[config.mk]
export PLATFORM = sky130hd
export DESIGN_NAME = ltp_regs
export DESIGN_NICKNAME = d
export VERILOG_FILES = /design/src/ltp_regs_dummy_end.sv /design/src/ltp_pkg.sv /design/src/ltp_pwm_chan.sv /design/src/ltp_regs.sv
export SDC_FILE = /design/constraint.sdc
export NUM_CORES = 1
export LEC_CHECK = 0
export ABC_AREA = 1
export BUFFER_PORTS_ARGS = -buffer_cell sky130_fd_sc_hd__buf_2
export CORE_ASPECT_RATIO = 1.2
export CORE_UTILIZATION = 52
export CTS_BUF_LIST = sky130_fd_sc_hd__clkbuf_16
export CTS_CLUSTER_SIZE = 24
export DETAILED_ROUTE_END_ITERATION = 12
export PLACE_DENSITY_LB_ADDON = 0.2
export SLEW_MARGIN = 10
export SYNTH_ARGS = -nofsm -noshare
export SYNTH_HDL_FRONTEND = slang
export SYNTH_SLANG_ARGS = --single-unit
[constraint.sdc]
create_clock -name clk -period 4 [get_ports clk]
set_input_delay 0.6 -clock clk [delete_from_list [all_inputs] [get_ports clk]]
set_output_delay 0.6 -clock clk [all_outputs]
set_load 0.01 [all_outputs]
[src/ltp_regs_dummy_end.sv]
`timescale 1ns/1ps

[src/ltp_pkg.sv]
// Constants, commands and carriers of the LED thermal/PWM register set.
// Assumes a single 25 MHz clock shared by every user of this package.
package ltp_pkg;

    // Clock and derived rates
    localparam int CLK_HZ         = 25_000_000;
    localparam int SENS_FAST_HZ   = 19_200;
    localparam int SENS_SLOW_HZ   = 2_400;
    localparam int SENS_FAST_CYC  = CLK_HZ / SENS_FAST_HZ;
    localparam int SENS_SLOW_CYC  = CLK_HZ / SENS_SLOW_HZ;
    localparam int PWM_LO_HZ      = 586;
    localparam int PWM_HI_HZ      = 1172;
    localparam int PWM_LO_BITS    = 15;
    localparam int PWM_HI_BITS    = 14;
    localparam int PWM_TICK_RAW   = CLK_HZ / (PWM_LO_HZ * (2 ** PWM_LO_BITS));
    localparam int PWM_TICK_CYC   = (PWM_TICK_RAW < 1) ? 1 : PWM_TICK_RAW;

    // Setup byte fields
    localparam int SB_PWMF        = 7;
    localparam int SB_CLKINV      = 6;
    localparam int SB_CRCEN       = 5;
    localparam int SB_RATE        = 4;
    localparam int SB_CESLP       = 3;
    localparam int SB_LOSSLP      = 2;
    localparam int SB_OTSLP       = 1;
    localparam int SB_UVSLP       = 0;
    localparam logic [7:0] SETUP_RST = 8'h13;

    // Threshold word fields
    localparam int TH_FILT_LSB    = 20;
    localparam int TH_REL_LSB     = 8;
    localparam int TH_TRIP_LSB    = 0;
    localparam logic [23:0] TH_MASK = 24'h30FFFF;
    localparam logic [23:0] TH_RST  = 24'h30E6F0;

    // Channel word fields
    localparam int CH_RED_LSB     = 32;
    localparam int CH_GRN_LSB     = 16;
    localparam int CH_BLU_LSB     = 0;
    localparam int CH_ISEL        = 15;
    localparam logic [47:0] CH_RST = 48'h000000000000;

    typedef enum logic [2:0] {
        CMD_NONE,
        CMD_READ_HEAT,
        CMD_READ_OVERHEAT_LIMITS,
        CMD_WRITE_OVERHEAT_LIMITS,
        CMD_READ_CONFIG_BYTE,
        CMD_WRITE_CONFIG_BYTE,
        CMD_READ_CHANNEL_WORD,
        CMD_WRITE_CHANNEL_WORD
    } ltp_cmd_code_t;

    typedef struct packed {
        logic          valid;
        ltp_cmd_code_t code;
        logic [47:0]   data;
    } ltp_cmd_t;

    typedef struct packed {
        logic        valid;
        logic [47:0] data;
    } ltp_resp_t;

    typedef struct packed {
        logic comm;
        logic led;
        logic uv;
    } ltp_faults_t;

endpackage : ltp_pkg

[src/ltp_pwm_chan.sv]
// One colour channel: duty compare against the shared modulation counter.
// Assumes the counter and mode bit come from the same clock domain.
`timescale 1ns/1ps
module ltp_pwm_chan (
    input  wire logic        clk,     // 25 MHz clock
    input  wire logic        rst_n,   // Async reset, active low
    input  wire logic        hiFreq,  // 14-bit fast mode
    input  wire logic [14:0] count,   // Shared period counter
    input  wire logic [14:0] duty,    // Duty value from channel word
    output logic             pwmOut   // Registered drive level
);

    logic pwm_r;
    logic pwm_nxt;
    logic [14:0] dutyEff;
    logic [14:0] cntEff;

    // Fast mode drops bit 14 of both sides of the compare
    always_comb
    begin
        dutyEff = hiFreq ? {1'b0, duty[13:0]} : duty;
        cntEff  = hiFreq ? {1'b0, count[13:0]} : count;
        pwm_nxt = (cntEff < dutyEff);
    end

    always_ff @(posedge clk or negedge rst_n)
    begin
        if (!rst_n)
            pwm_r <= 1'b0;
        else
            pwm_r <= pwm_nxt;
    end

    assign pwmOut = pwm_r;
endmodule : ltp_pwm_chan

[src/ltp_regs.sv]
// Register set of a chained RGB LED driver: heat reading, overheat
// thresholds, setup byte, channel word, fault flags and PWM drive.
// Assumes command decode, framing and status transmission live outside
// and run on the same clock; adcCode is settled when sensorTick fires.
//
// What this block does
// - Heat read returns 8-bit die code
// - Overheat filter needs one to four samples
// - Flag rises when code exceeds trip level
// - Flag clears only below release level
// - New thresholds wait one full sensor cycle
// - Mode bit picks about 763 Hz/15 or 1526/14
// - Setup bit 6 inverts host clock
// - CRC checked only when enable bit set
// - Sensor rate 19.2 or 2.4 kHz
// - Comm error flags, optionally requests sleep
// - LED fault flags, optionally requests sleep
// - Overheat flags, optionally requests sleep
// - Undervoltage flags, optionally requests sleep
// - Channel word holds red, green, blue thirds
// - Select bit picks night or day current
// - Fast mode ignores duty bit 14
// - Channel write takes effect immediately
// - Setup write replaces whole setup byte
// - Threshold write uses read layout
// - Status readout clears fault flags
`timescale 1ns/1ps
module ltp_regs #(
    parameter int SENS_SLOW_CYC = ltp_pkg::SENS_SLOW_CYC // Slow sensor period
) (
    input  wire logic                clk,        // 25 MHz clock
    input  wire logic                rst_n,      // Async reset, active low
    input  wire ltp_pkg::ltp_cmd_t   cmdIn,      // Decoded register command
    output ltp_pkg::ltp_resp_t       respOut,    // Read answer, one cycle
    input  wire logic                statusRead, // Status response sent
    input  wire logic [7:0]          adcCode,    // Sensor conversion result
    input  wire ltp_pkg::ltp_faults_t faultIn,   // Fault event pulses
    output logic                     sensorTick, // Sensor update strobe
    output logic                     overheatFaultFlag, // Overheat flag
    output logic                     commFaultFlag,     // Comm error flag
    output logic                     ledFaultFlag,      // LED fault flag
    output logic                     uvFaultFlag,       // Undervoltage flag
    output logic                     sleepReq,   // Enter SLEEP pulse
    output logic                     crcCheckEn, // Check message CRC
    output logic                     hostClockPolarityInvert, // Clock inv
    output logic [2:0]               colorPwm,   // R,G,B drive levels
    output logic [2:0]               colorCurrentSel // 1 day, 0 night
);

    localparam int SENS_CW = $clog2(SENS_SLOW_CYC + ltp_pkg::SENS_FAST_CYC);
    localparam logic [SENS_CW-1:0] FAST_MAX =
        SENS_CW'(ltp_pkg::SENS_FAST_CYC - 1);
    localparam logic [SENS_CW-1:0] SLOW_MAX = SENS_CW'(SENS_SLOW_CYC - 1);
    localparam logic [7:0] PWM_TMAX = 8'(ltp_pkg::PWM_TICK_CYC - 1);

    // Register state
    logic [7:0]  setup_r,   setup_nxt;
    logic [23:0] thrAct_r,  thrAct_nxt;
    logic [23:0] thrNew_r,  thrNew_nxt;
    logic        thrPend_r, thrPend_nxt;
    logic        thrArm_r,  thrArm_nxt;
    logic [47:0] chan_r,    chan_nxt;
    logic [7:0]  heat_r,    heat_nxt;
    ltp_pkg::ltp_resp_t resp_r, resp_nxt;
    // Timing state
    logic [SENS_CW-1:0] sensCnt_r, sensCnt_nxt;
    logic [7:0]  tickCnt_r, tickCnt_nxt;
    logic [14:0] pwmCnt_r,  pwmCnt_nxt;
    // Fault state
    logic [2:0]  overCnt_r, overCnt_nxt;
    logic        ot_r, ot_nxt, ce_r, ce_nxt, los_r, los_nxt, uv_r, uv_nxt;
    logic        sleep_r, sleep_nxt;
    logic        otEvt, thrApply, hiFreq;

    // Command predicate used by several groups
    function automatic logic isCmd(input ltp_pkg::ltp_cmd_t c,
                                   input ltp_pkg::ltp_cmd_code_t k);
        isCmd = c.valid && (c.code == k);
    endfunction : isCmd

    assign hiFreq = setup_r[ltp_pkg::SB_PWMF];

    // Register file and read answers
    always_comb
    begin
        setup_nxt   = setup_r;
        thrNew_nxt  = thrNew_r;
        thrPend_nxt = thrPend_r;
        thrArm_nxt  = thrArm_r;
        thrAct_nxt  = thrAct_r;
        chan_nxt    = chan_r;
        heat_nxt    = heat_r;
        resp_nxt    = '0;
        thrApply    = sensorTick && thrPend_r && thrArm_r;
        if (sensorTick)
            heat_nxt = adcCode;
        // Staged thresholds apply on the second tick after the write,
        // so a whole sensor period always passes first
        if (thrApply)
        begin
            thrAct_nxt  = thrNew_r;
            thrPend_nxt = 1'b0;
            thrArm_nxt  = 1'b0;
        end
        else if (sensorTick && thrPend_r)
            thrArm_nxt = 1'b1;
        if (isCmd(cmdIn, ltp_pkg::CMD_WRITE_CONFIG_BYTE))
            setup_nxt = cmdIn.data[7:0];
        if (isCmd(cmdIn, ltp_pkg::CMD_WRITE_OVERHEAT_LIMITS))
        begin
            thrNew_nxt  = cmdIn.data[23:0] & ltp_pkg::TH_MASK;
            thrPend_nxt = 1'b1;
            thrArm_nxt  = 1'b0;   // A rewrite restarts the wait
        end
        if (isCmd(cmdIn, ltp_pkg::CMD_WRITE_CHANNEL_WORD))
            chan_nxt = cmdIn.data;
        if (cmdIn.valid)
        begin
            resp_nxt.valid = 1'b1;
            case (cmdIn.code)
                ltp_pkg::CMD_READ_HEAT:
                    resp_nxt.data = {40'h0000000000, heat_r};
                ltp_pkg::CMD_READ_OVERHEAT_LIMITS:
                    resp_nxt.data = {24'h000000,
                        thrPend_r ? thrNew_r : thrAct_r};
                ltp_pkg::CMD_READ_CONFIG_BYTE:
                    resp_nxt.data = {40'h0000000000, setup_r};
                ltp_pkg::CMD_READ_CHANNEL_WORD:
                    resp_nxt.data = chan_r;
                default:
                    resp_nxt.valid = 1'b0;
            endcase
        end
    end

    always_ff @(posedge clk or negedge rst_n)
    begin
        if (!rst_n)
        begin
            setup_r   <= ltp_pkg::SETUP_RST;
            thrAct_r  <= ltp_pkg::TH_RST;
            thrNew_r  <= ltp_pkg::TH_RST;
            thrPend_r <= 1'b0;
            thrArm_r  <= 1'b0;
            chan_r    <= ltp_pkg::CH_RST;
            heat_r    <= 8'h00;
            resp_r    <= '0;
        end
        else
        begin
            setup_r   <= setup_nxt;
            thrAct_r  <= thrAct_nxt;
            thrNew_r  <= thrNew_nxt;
            thrPend_r <= thrPend_nxt;
            thrArm_r  <= thrArm_nxt;
            chan_r    <= chan_nxt;
            heat_r    <= heat_nxt;
            resp_r    <= resp_nxt;
        end
    end

    // Sensor period divider and shared modulation counter
    always_comb
    begin
        sensorTick  = 1'b0;
        sensCnt_nxt = sensCnt_r + 1'b1;
        if (sensCnt_r >= (setup_r[ltp_pkg::SB_RATE] ? SLOW_MAX : FAST_MAX))
        begin
            sensorTick  = 1'b1;
            sensCnt_nxt = '0;
        end
        tickCnt_nxt = tickCnt_r + 8'h01;
        pwmCnt_nxt  = pwmCnt_r;
        if (tickCnt_r >= PWM_TMAX)
        begin
            tickCnt_nxt = 8'h00;
            // Counter wraps at 2^14 in fast mode: double the frequency
            pwmCnt_nxt = pwmCnt_r + 15'h0001;
            if (hiFreq)
                pwmCnt_nxt[14] = 1'b0;
        end
    end

    always_ff @(posedge clk or negedge rst_n)
    begin
        if (!rst_n)
        begin
            sensCnt_r <= '0;
            tickCnt_r <= 8'h00;
            pwmCnt_r  <= 15'h0000;
        end
        else
        begin
            sensCnt_r <= sensCnt_nxt;
            tickCnt_r <= tickCnt_nxt;
            pwmCnt_r  <= pwmCnt_nxt;
        end
    end

    // Fault flags: a new event beats a same-cycle readout clear
    always_comb
    begin
        overCnt_nxt = overCnt_r;
        otEvt       = 1'b0;
        if (sensorTick)
        begin
            if (adcCode > thrAct_r[ltp_pkg::TH_TRIP_LSB +: 8])
            begin
                if (overCnt_r != 3'h4)
                    overCnt_nxt = overCnt_r + 3'h1;
                otEvt = (overCnt_r ==
                    {1'b0, thrAct_r[ltp_pkg::TH_FILT_LSB +: 2]});
            end
            else
                overCnt_nxt = 3'h0;
        end
        ot_nxt  = ot_r;
        ce_nxt  = ce_r;
        los_nxt = los_r;
        uv_nxt  = uv_r;
        if (statusRead)
        begin
            if (heat_r < thrAct_r[ltp_pkg::TH_REL_LSB +: 8])
                ot_nxt = 1'b0;
            ce_nxt  = 1'b0;
            los_nxt = 1'b0;
            uv_nxt  = 1'b0;
        end
        if (otEvt)
            ot_nxt = 1'b1;
        if (faultIn.comm)
            ce_nxt = 1'b1;
        if (faultIn.led)
            los_nxt = 1'b1;
        if (faultIn.uv)
            uv_nxt = 1'b1;
        sleep_nxt = (faultIn.comm && setup_r[ltp_pkg::SB_CESLP])
                 || (faultIn.led  && setup_r[ltp_pkg::SB_LOSSLP])
                 || (otEvt        && setup_r[ltp_pkg::SB_OTSLP])
                 || (faultIn.uv   && setup_r[ltp_pkg::SB_UVSLP]);
    end

    always_ff @(posedge clk or negedge rst_n)
    begin
        if (!rst_n)
        begin
            overCnt_r <= 3'h0;
            ot_r      <= 1'b0;
            ce_r      <= 1'b0;
            los_r     <= 1'b0;
            uv_r      <= 1'b0;
            sleep_r   <= 1'b0;
        end
        else
        begin
            overCnt_r <= overCnt_nxt;
            ot_r      <= ot_nxt;
            ce_r      <= ce_nxt;
            los_r     <= los_nxt;
            uv_r      <= uv_nxt;
            sleep_r   <= sleep_nxt;
        end
    end

    // One compare per colour, red on bit 2
    genvar g;
    generate
        for (g = 0; g < 3; g++)
        begin : gen_chan
            ltp_pwm_chan u_chan (
                .clk    (clk),
                .rst_n  (rst_n),
                .hiFreq (hiFreq),
                .count  (pwmCnt_r),
                .duty   (chan_r[g*16 +: 15]),
                .pwmOut (colorPwm[g])
            );
            assign colorCurrentSel[g] = chan_r[g*16 + ltp_pkg::CH_ISEL];
        end
    endgenerate

    assign respOut                 = resp_r;
    assign overheatFaultFlag       = ot_r;
    assign commFaultFlag           = ce_r;
    assign ledFaultFlag            = los_r;
    assign uvFaultFlag             = uv_r;
    assign sleepReq                = sleep_r;
    assign crcCheckEn              = setup_r[ltp_pkg::SB_CRCEN];
    assign hostClockPolarityInvert = setup_r[ltp_pkg::SB_CLKINV];

    // Ticks seen since the last threshold write, for checking only
    logic [1:0] wrTicks_r;
    always_ff @(posedge clk or negedge rst_n)
    begin
        if (!rst_n)
            wrTicks_r <= 2'h0;
        else if (isCmd(cmdIn, ltp_pkg::CMD_WRITE_OVERHEAT_LIMITS))
            wrTicks_r <= 2'h0;
        else if (sensorTick && wrTicks_r != 2'h3)
            wrTicks_r <= wrTicks_r + 2'h1;
    end
endmodule : ltp_regs

### Word level (Yosys, flattened, before mapping)

Index checks and enable logic that the tools add are counted.

* add/subtract/negate cells: 4
* order comparisons: 7
* equal/unequal tests: 10
* muxes and demuxes: 29
* reductions and logical operators: 22

Operators with widths (number)
* 48-bit one-hot mux with 4 select lines: 1
* 15-bit 2-to-1 mux: 4
* 49-bit 2-to-1 mux: 1
* 15-bit < comparator: 3
* 14-bit 2-to-1 mux: 2
* 22-bit 2-to-1 mux: 1
* 1-bit 2-to-1 mux: 17
* 15-bit by 1-bit adder with 15-bit output, second input constant: 1
* 14-bit by 1-bit adder with 14-bit output, second input constant: 1
* 14-bit greater-or-equal comparator: 1
* 3-bit equality test, second input constant: 4
* 2-bit nonzero test: 6
* 1-bit logical AND: 9
* 8-bit by 1-bit adder with 8-bit output, second input constant: 1
* 8-bit by 1-bit greater-or-equal comparator with 1-bit output, second input constant: 1
* 8-bit greater-than comparator: 1
* 8-bit < comparator: 1
* 8-bit 2-to-1 mux: 1
* 3-bit by 2-bit equality test with 1-bit output, second input constant: 2
* 3-bit 2-to-1 mux: 2
* 2-bit AND reduction: 2
* 4-bit OR reduction: 1
* 3-bit by 1-bit adder with 3-bit output, second input constant: 1
* 3-bit by 1-bit equality test with 1-bit output, second input constant: 1
* 5 further kinds: 7

* bits in registers: 199
* input bits: 66
* output and inout port bits: 63
* logic and storage cells: 93

### Depth between registers and ports, before layout

Gate-level depths: netlist of the first run.

* depth in word-level cells: 7
* mapped depth: 13

### Modules after synthesis

Synthesis of the first run repeated with hierarchy kept, for this count alone.

* cells, all modules: 1122
* area total of the unflattened synthesis: 9638.0 sq um

By module, submodules not included
* ltp_regs: instances 1, cells each 900, area an instance 8305.5 sq um
* ltp_pwm_chan: instances 3, cells each 74, area an instance 444.2 sq um

### Least setup slack after synthesis of the first run

Ideal clock, no wire load.

* path kind: reg2out
* from: register setup_r[4]
* to: output port sensorTick
* data arrival time: 1.658 ns
* path slack: 1.742 ns
* cell stages (with the launch flop): 11
* path buffers: 2
* cells stage by stage: dfstp_2 inv_1 ha_1 nand2_1 nor2_1 nand2_1 nand2_1 nand2_1 nand3_2 buf_6 buf_2

* word-level cells in the longest chain between the ends: 3

Ends and longest elaborated chain
* start: declaration: RTL line ltp_regs.sv:57 `logic [7:0] setup_r, setup_nxt;`
* start signal: assignment: RTL line ltp_regs.sv:140 `setup_r <= ltp_pkg::SETUP_RST;`
* start signal: assignment: RTL line ltp_regs.sv:151 `setup_r <= setup_nxt;`
* 14-bit 2-to-1 mux: RTL line ltp_regs.sv:167 `if (sensCnt_r >= (setup_r[ltp_pkg::SB_RATE] ? SLOW_MAX : FAST_MAX))`
* 14-bit greater-or-equal comparator: RTL line ltp_regs.sv:167
* 1-bit 2-to-1 mux: RTL line ltp_regs.sv:167
* end: declaration: RTL line ltp_regs.sv:38 `output logic sensorTick,`

No other way between the ends.

### Worst setup path after layout of the first run

Same ends and word-level chain as after synthesis.

==> impl_metrics.env, run 1 <==
export IMPL_antenna_found_initial=0
export IMPL_post_place_cells=1356
export IMPL_crit_slowest_cell="dfstp_2"
export IMPL_setup_tns_ns=0
export IMPL_synth_top_cell_area_share_pct=44.5
export IMPL_reg2reg_to="thrPend_r"
export IMPL_final_cell_mix="242 x nand2_1, 166 x dfrtp_1, 131 x inv_1"
export IMPL_p_leak_nw=5.55
export IMPL_path_buf_inv=2
export IMPL_synth_top_area_cell="dfrtp_1"
export IMPL_synth_mux_area_fraction_pct=0.965
export IMPL_regArea_mm2=0.00481
export IMPL_dp_hpwl_um=15000
export IMPL_drt_vias_per_instance=5.17
export IMPL_pin_count=129
export IMPL_cts_htree_levels=4
export IMPL_initial_core_util_pct=53.1
export IMPL_ys_seq_elements=191
export IMPL_finalPower_mw=5.28
export IMPL_grt_max_degree=97
export IMPL_postCtsSetupBuffers=0
export IMPL_cp_arrival_ns=2.46
export IMPL_post_drt_wl_per_cell_um=15.1
export IMPL_yosys_most_used_dff="dfrtp_1"
export IMPL_dieWidth_um=124
export IMPL_grt_pass1_wl_um=34700
export IMPL_max_slew_worst_pin_slew_ns=1.08
export IMPL_rsz0062_at_grt="false"
export IMPL_crit_required_ns=3.40
export IMPL_ant_nets=0
export IMPL_antenna_cells=0
export IMPL_path_cells="inv_1, ha_1, nand2_1, nand2_1, a21oi_1, nand3_2, buf_2"
export IMPL_synth_fp_nets=1180
export IMPL_synth_simple_gate_area_share_pct=18.9
export IMPL_track_usage_pct=23.9
export IMPL_drc_errors=0
export IMPL_synth_edf_count=0
export IMPL_final_common_cell="nand2_1"
export IMPL_finalSetupViolCount=0
export IMPL_crit_cells=7
export IMPL_grt_pass1_vias=6900
export IMPL_syn_inst=1044
export IMPL_hp_class="in -> async"
export IMPL_async_reset_ff_share_pct=100
export IMPL_slowest_delay_ns=0.57
export IMPL_slew_headroom_pct=27.6
export IMPL_cts_made_buffers=17
export IMPL_multi_input_area_mm2=0.00378
export IMPL_timing_critical_path_to="sensorTick"
export IMPL_dr_pass1_iters=5
export IMPL_vias=7171
export IMPL_startpoint_type="flip-flop"
export IMPL_cts_root_buffer="clkbuf_16"
export IMPL_synth_compound_area_share_pct=9.47
export IMPL_fin_skew_ns=0.00765
export IMPL_ys_top_cells_by_area="dfrtp_1 44%, nand2_1 9.7%, ha_1 9.4%"
export IMPL_cp_top_family="flip-flops"
export IMPL_powerDensity_mw_per_mm2=497
export IMPL_cts_buffer_depth=2
export IMPL_core_rowCount=53
export IMPL_slew_violations=0
export IMPL_ys_seq_area_share_pct=51.5
export IMPL_place_congestion=0.853
export IMPL_finalCriticalPeriod_ns=3.06
export IMPL_postRouteWirelength_um=20900
export IMPL_drt_iter0_drc=439
export IMPL_fp_dieH_um=149
export IMPL_endpoint_kind="output port"
export IMPL_drv_cap=0
export IMPL_syn_area_mm2=0.00934
export IMPL_yosysWarningCount=0
export IMPL_num_fill_cells=1582
export IMPL_r2r_start="setup_r[4]"
export IMPL_hold_ws_ns=0.199
export IMPL_cp_common_cell="nand2_1"
export IMPL_die_area_mm2=0.0185
export IMPL_finalCritPeriodShare_pct=76.5
export IMPL_crit_type="reg -> out"
export IMPL_synth_area_per_cell_um2=8.94
export IMPL_synth_adder_area_share_pct=9.38
export IMPL_run_status="complete, no violations"
export IMPL_cts_hold_buf=0
export IMPL_grt_overflow_total=0
export IMPL_ir_drop_mv=0.328
export IMPL_path_max_fanout=16
export IMPL_r2r_setup_slack_ns=1.25
export IMPL_clock_latency_ns=0.44
export IMPL_layout_drive_gt1_share_pct=17.7
export IMPL_cts_sinks=191
export IMPL_ys_types=33
export IMPL_cts_repair_resize_count=0
export IMPL_post_route_util_pct=60.4
export IMPL_hold_viol=0
export IMPL_cts_tree="yes"
export IMPL_synth_xor_area_share_pct=1.69
export IMPL_core_area_mm2=0.0176
export IMPL_worst_r2r_path_depth=11
export IMPL_portBuffers=128
export IMPL_area_delta_synth_final_pct=13.7
export IMPL_synth_top_family_by_area="simple AND/OR/NAND/NOR gates"
export IMPL_max_freq_mhz=327
export IMPL_layout_cells_non_filler=1388
export IMPL_clk_pin_slew_ns=0.07
export IMPL_crit_path_start="setup_r[4]"
export IMPL_fin_nets=1291
power breakdown:
part	internal (mW)	switching, mW	total [mW]
Combinational	0.444	0.711	1.16
Clock	0.852	0.749	1.60
Sequential	2.28	0.245	2.52
Total	3.57	1.70	5.28
per-stage QoR:
stage | setup WS (ns) | cell area, um^2
finish | 0.941 | 10600
global route | 0.785 | 10600
CTS | 0.923 | 10600
detailed placement | 1.25 | 10100
global placement | 1.31 | 10100
floorplan | 1.74 | 9340
Yosys cell counts, types with 2 or more instances:
library cell / count
ha_1: 70
o21ai_0: 78
a21oi_1: 50
dfstp_2: 25
nand3_2: 2
xnor2_1: 8
buf_6: 7
mux2_2: 8
nand3_1: 29
nand4_1: 33
clkbuf_1: 14
nand2_1: 242
a211oi_1: 7
nor2_1: 86
o21ai_1: 9
nor3_1: 14
o22ai_1: 9
buf_4: 8
a21o_1: 2
nor3b_1: 3
nor3_2: 2
o21a_1: 8
buf_2: 13
dfrtp_1: 166
nor2_2: 4
inv_1: 131
xor2_1: 10
per-layer routing:
layer  track usage (%)  vias to the layer above  share of wire (%)
met3              3.87                       32                3.8
met5                 0                        -                  0
met1              31.4                     3378                 45
met4              9.40                        0                2.9
met2              39.7                      166                 49
li1                  -                     3595                  -
state kept, by name, summed over array words and instances (netlist names), 8 cells and up:
signal,cells
respOut,49
chan_r,48
thrAct_r,18
thrNew_r,18
pwmCnt_r,15
sensCnt_r,14
heat_r,8
setup_r,8
how the worst min path moves through the flow:
stage	startpoint	to	slack, ns	depth (start not counted)
floorplan	rst_n	chan_r[0]	0.30	0
global placement	thrAct_r[4]	thrAct_r[4]	0.45	2
detailed placement	overheatFaultFlag	overheatFaultFlag	0.45	2
CTS	rst_n	overheatFaultFlag	0.23	1
global route	rst_n	respOut[12]	0.26	1
finish	rst_n	overheatFaultFlag	0.20	1
logic make-up after synthesis:
group           Yosys count
simple gates            418
flops                   191
buf+inv                 174
compound gates          165
fa+ha+maj                70
xor+xnor                 18
mux                       8
area by class of cell:
class	count	share of cell area [%]
multi-input combinational	679	35.6
tap	220	2.59
sequential	191	45.3
timing repair buffer	134	6.66
clock buffer	17	4.01
inverter	132	4.67
clock inverter	15	1.14
Note: power is estimated with default switching activity, not from simulation.
==> run 2: changes to the inputs <==
clock period = 3.11 ns   (was 4 ns; I/O delays follow)
==> impl_metrics.env, run 2 (synthesized netlist as in run 1, its figures left out) <==
export IMPL_cts_hold_buf=0
export IMPL_antenna_cells=0
export IMPL_die_area_mm2=0.0185
export IMPL_postCtsSetupBuffers=0
export IMPL_powerDensity_mw_per_mm2=634
export IMPL_clk_pin_slew_ns=0.07
export IMPL_dp_hpwl_um=15600
export IMPL_core_rowCount=53
export IMPL_cp_arrival_ns=2.35
export IMPL_run_status="complete, no violations"
export IMPL_vias=7284
export IMPL_crit_slowest_cell="dfstp_2"
export IMPL_r2r_start="setup_r[4]"
export IMPL_slowest_delay_ns=0.58
export IMPL_hp_class="in -> async"
export IMPL_cts_made_buffers=17
export IMPL_finalSetupViolCount=0
export IMPL_fin_nets=1299
export IMPL_cts_sinks=191
export IMPL_crit_required_ns=2.64
export IMPL_fin_skew_ns=0.00931
export IMPL_crit_path_start="setup_r[4]"
export IMPL_path_max_fanout=20
export IMPL_final_cell_mix="242 x nand2_1, 166 x dfrtp_1, 133 x inv_1"
export IMPL_reg2reg_to="thrArm_r"
export IMPL_cp_common_cell="nand2_1"
export IMPL_cts_htree_levels=4
export IMPL_r2r_setup_slack_ns=0.77
export IMPL_track_usage_pct=23.8
export IMPL_initial_core_util_pct=53.1
export IMPL_p_leak_nw=5.59
export IMPL_drc_errors=0
export IMPL_pin_count=129
export IMPL_slew_violations=0
export IMPL_worst_r2r_path_depth=10
export IMPL_area_delta_synth_final_pct=14.4
export IMPL_drv_cap=0
export IMPL_cts_repair_resize_count=0
export IMPL_grt_pass1_wl_um=34600
export IMPL_finalCriticalPeriod_ns=2.81
export IMPL_largest_reg_flops=49
export IMPL_max_freq_mhz=355
export IMPL_cts_buffer_depth=2
export IMPL_finalCritPeriodShare_pct=90.5
export IMPL_cts_root_buffer="clkbuf_16"
export IMPL_dieWidth_um=124
export IMPL_drt_vias_per_instance=5.22
export IMPL_post_place_cells=1364
export IMPL_max_slew_worst_pin_slew_ns=0.691
export IMPL_fp_dieH_um=149
export IMPL_post_drt_wl_per_cell_um=15.2
export IMPL_path_cells="inv_1, ha_1, nand2_1, nand2_1, a21oi_1, nand3_4, buf_2"
export IMPL_slew_headroom_pct=53.9
export IMPL_hold_viol=0
export IMPL_portBuffers=128
export IMPL_dr_pass1_iters=6
export IMPL_clock_latency_ns=0.44
export IMPL_ir_drop_mv=0.414
export IMPL_antenna_found_initial=0
export IMPL_layout_cells_non_filler=1396
export IMPL_endpoint_kind="output port"
export IMPL_cts_tree="yes"
export IMPL_grt_pass1_vias=6835
export IMPL_core_area_mm2=0.0176
export IMPL_grt_overflow_total=0
export IMPL_grt_max_degree=97
export IMPL_ant_nets=0
export IMPL_startpoint_type="flip-flop"
export IMPL_final_common_cell="nand2_1"
export IMPL_rsz0062_at_grt="false"
export IMPL_place_congestion=0.856
export IMPL_crit_type="reg -> out"
export IMPL_setup_tns_ns=0
export IMPL_layout_drive_gt1_share_pct=17.9
export IMPL_drt_iter0_drc=413
export IMPL_timing_critical_path_to="sensorTick"
export IMPL_postRouteWirelength_um=21200
## run 2: power breakdown
group	leakage (nW)	switching [mW]	total [mW]	internal [mW]
logic	2.96	0.919	1.50	0.581
clock network	0.261	0.937	2.02	1.08
registers	2.37	0.332	3.26	2.93
## run 2: final cells by class
cell class,count,area (um^2)
repair buffers,142,779
multi-input cells,679,3790
well taps,220,275
inverters,132,495
clock buffers,17,425
clock inverters,15,108
flip-flops and latches,191,4810
fillers,1559,6890
## run 2: critical path: cells and delay by family, from the launching register on
| kind | cells | cell delay [ns] |
|---|---|---|
| AOI/OAI and AO/OA | 1 | 0.22 |
| adders and majority gates | 1 | 0.35 |
| buffers and inverters | 2 | 0.39 |
| DFF | 1 | 0.58 |
| and+or+nand+nor | 3 | 0.38 |
## run 2: how the worst min path moves through the flow
stage | startpoint | endpoint | slack, ns | cells past startpoint
2_1_floorplan | rst_n | chan_r[0] | 0.17 | 0
3_3_place_gp | thrAct_r[7] | thrAct_r[7] | 0.45 | 2
3_5_place_dp | commFaultFlag | commFaultFlag | 0.45 | 2
4_1_cts | rst_n | overCnt_r[1] | 0.07 | 1
5_1_grt | rst_n | respOut[10] | 0.1 | 1
6_report | rst_n | respOut[15] | 0.04 | 1
## run 2: routing by layer
layer	vias to the layer above	track usage, %	share of wire, %
li1	3623	-	-
met1	3427	31.5	45
met2	190	38.2	48
met3	44	3.77	3.8
met4	0	11.6	3.5
met5	-	0	0
## run 2: metrics by stage
step / power, mW / instance area (um^2) / setup WS, ns / utilization, % / hold WS [ns]
2_1_floorplan: 4.27 / 9340 / 0.985 / - / 0.171
5_1_grt: 7.21 / 10700 / 0.140 / 60.8 / 0.0987
3_5_place_dp: 4.81 / 10100 / 0.602 / 57.7 / 0.453
6_report: 6.78 / 10700 / 0.297 / 60.8 / 0.0426
4_1_cts: 6.83 / 10700 / 0.137 / 60.7 / 0.0717
3_3_place_gp: 4.73 / 10100 / 0.664 / 57.7 / 0.448
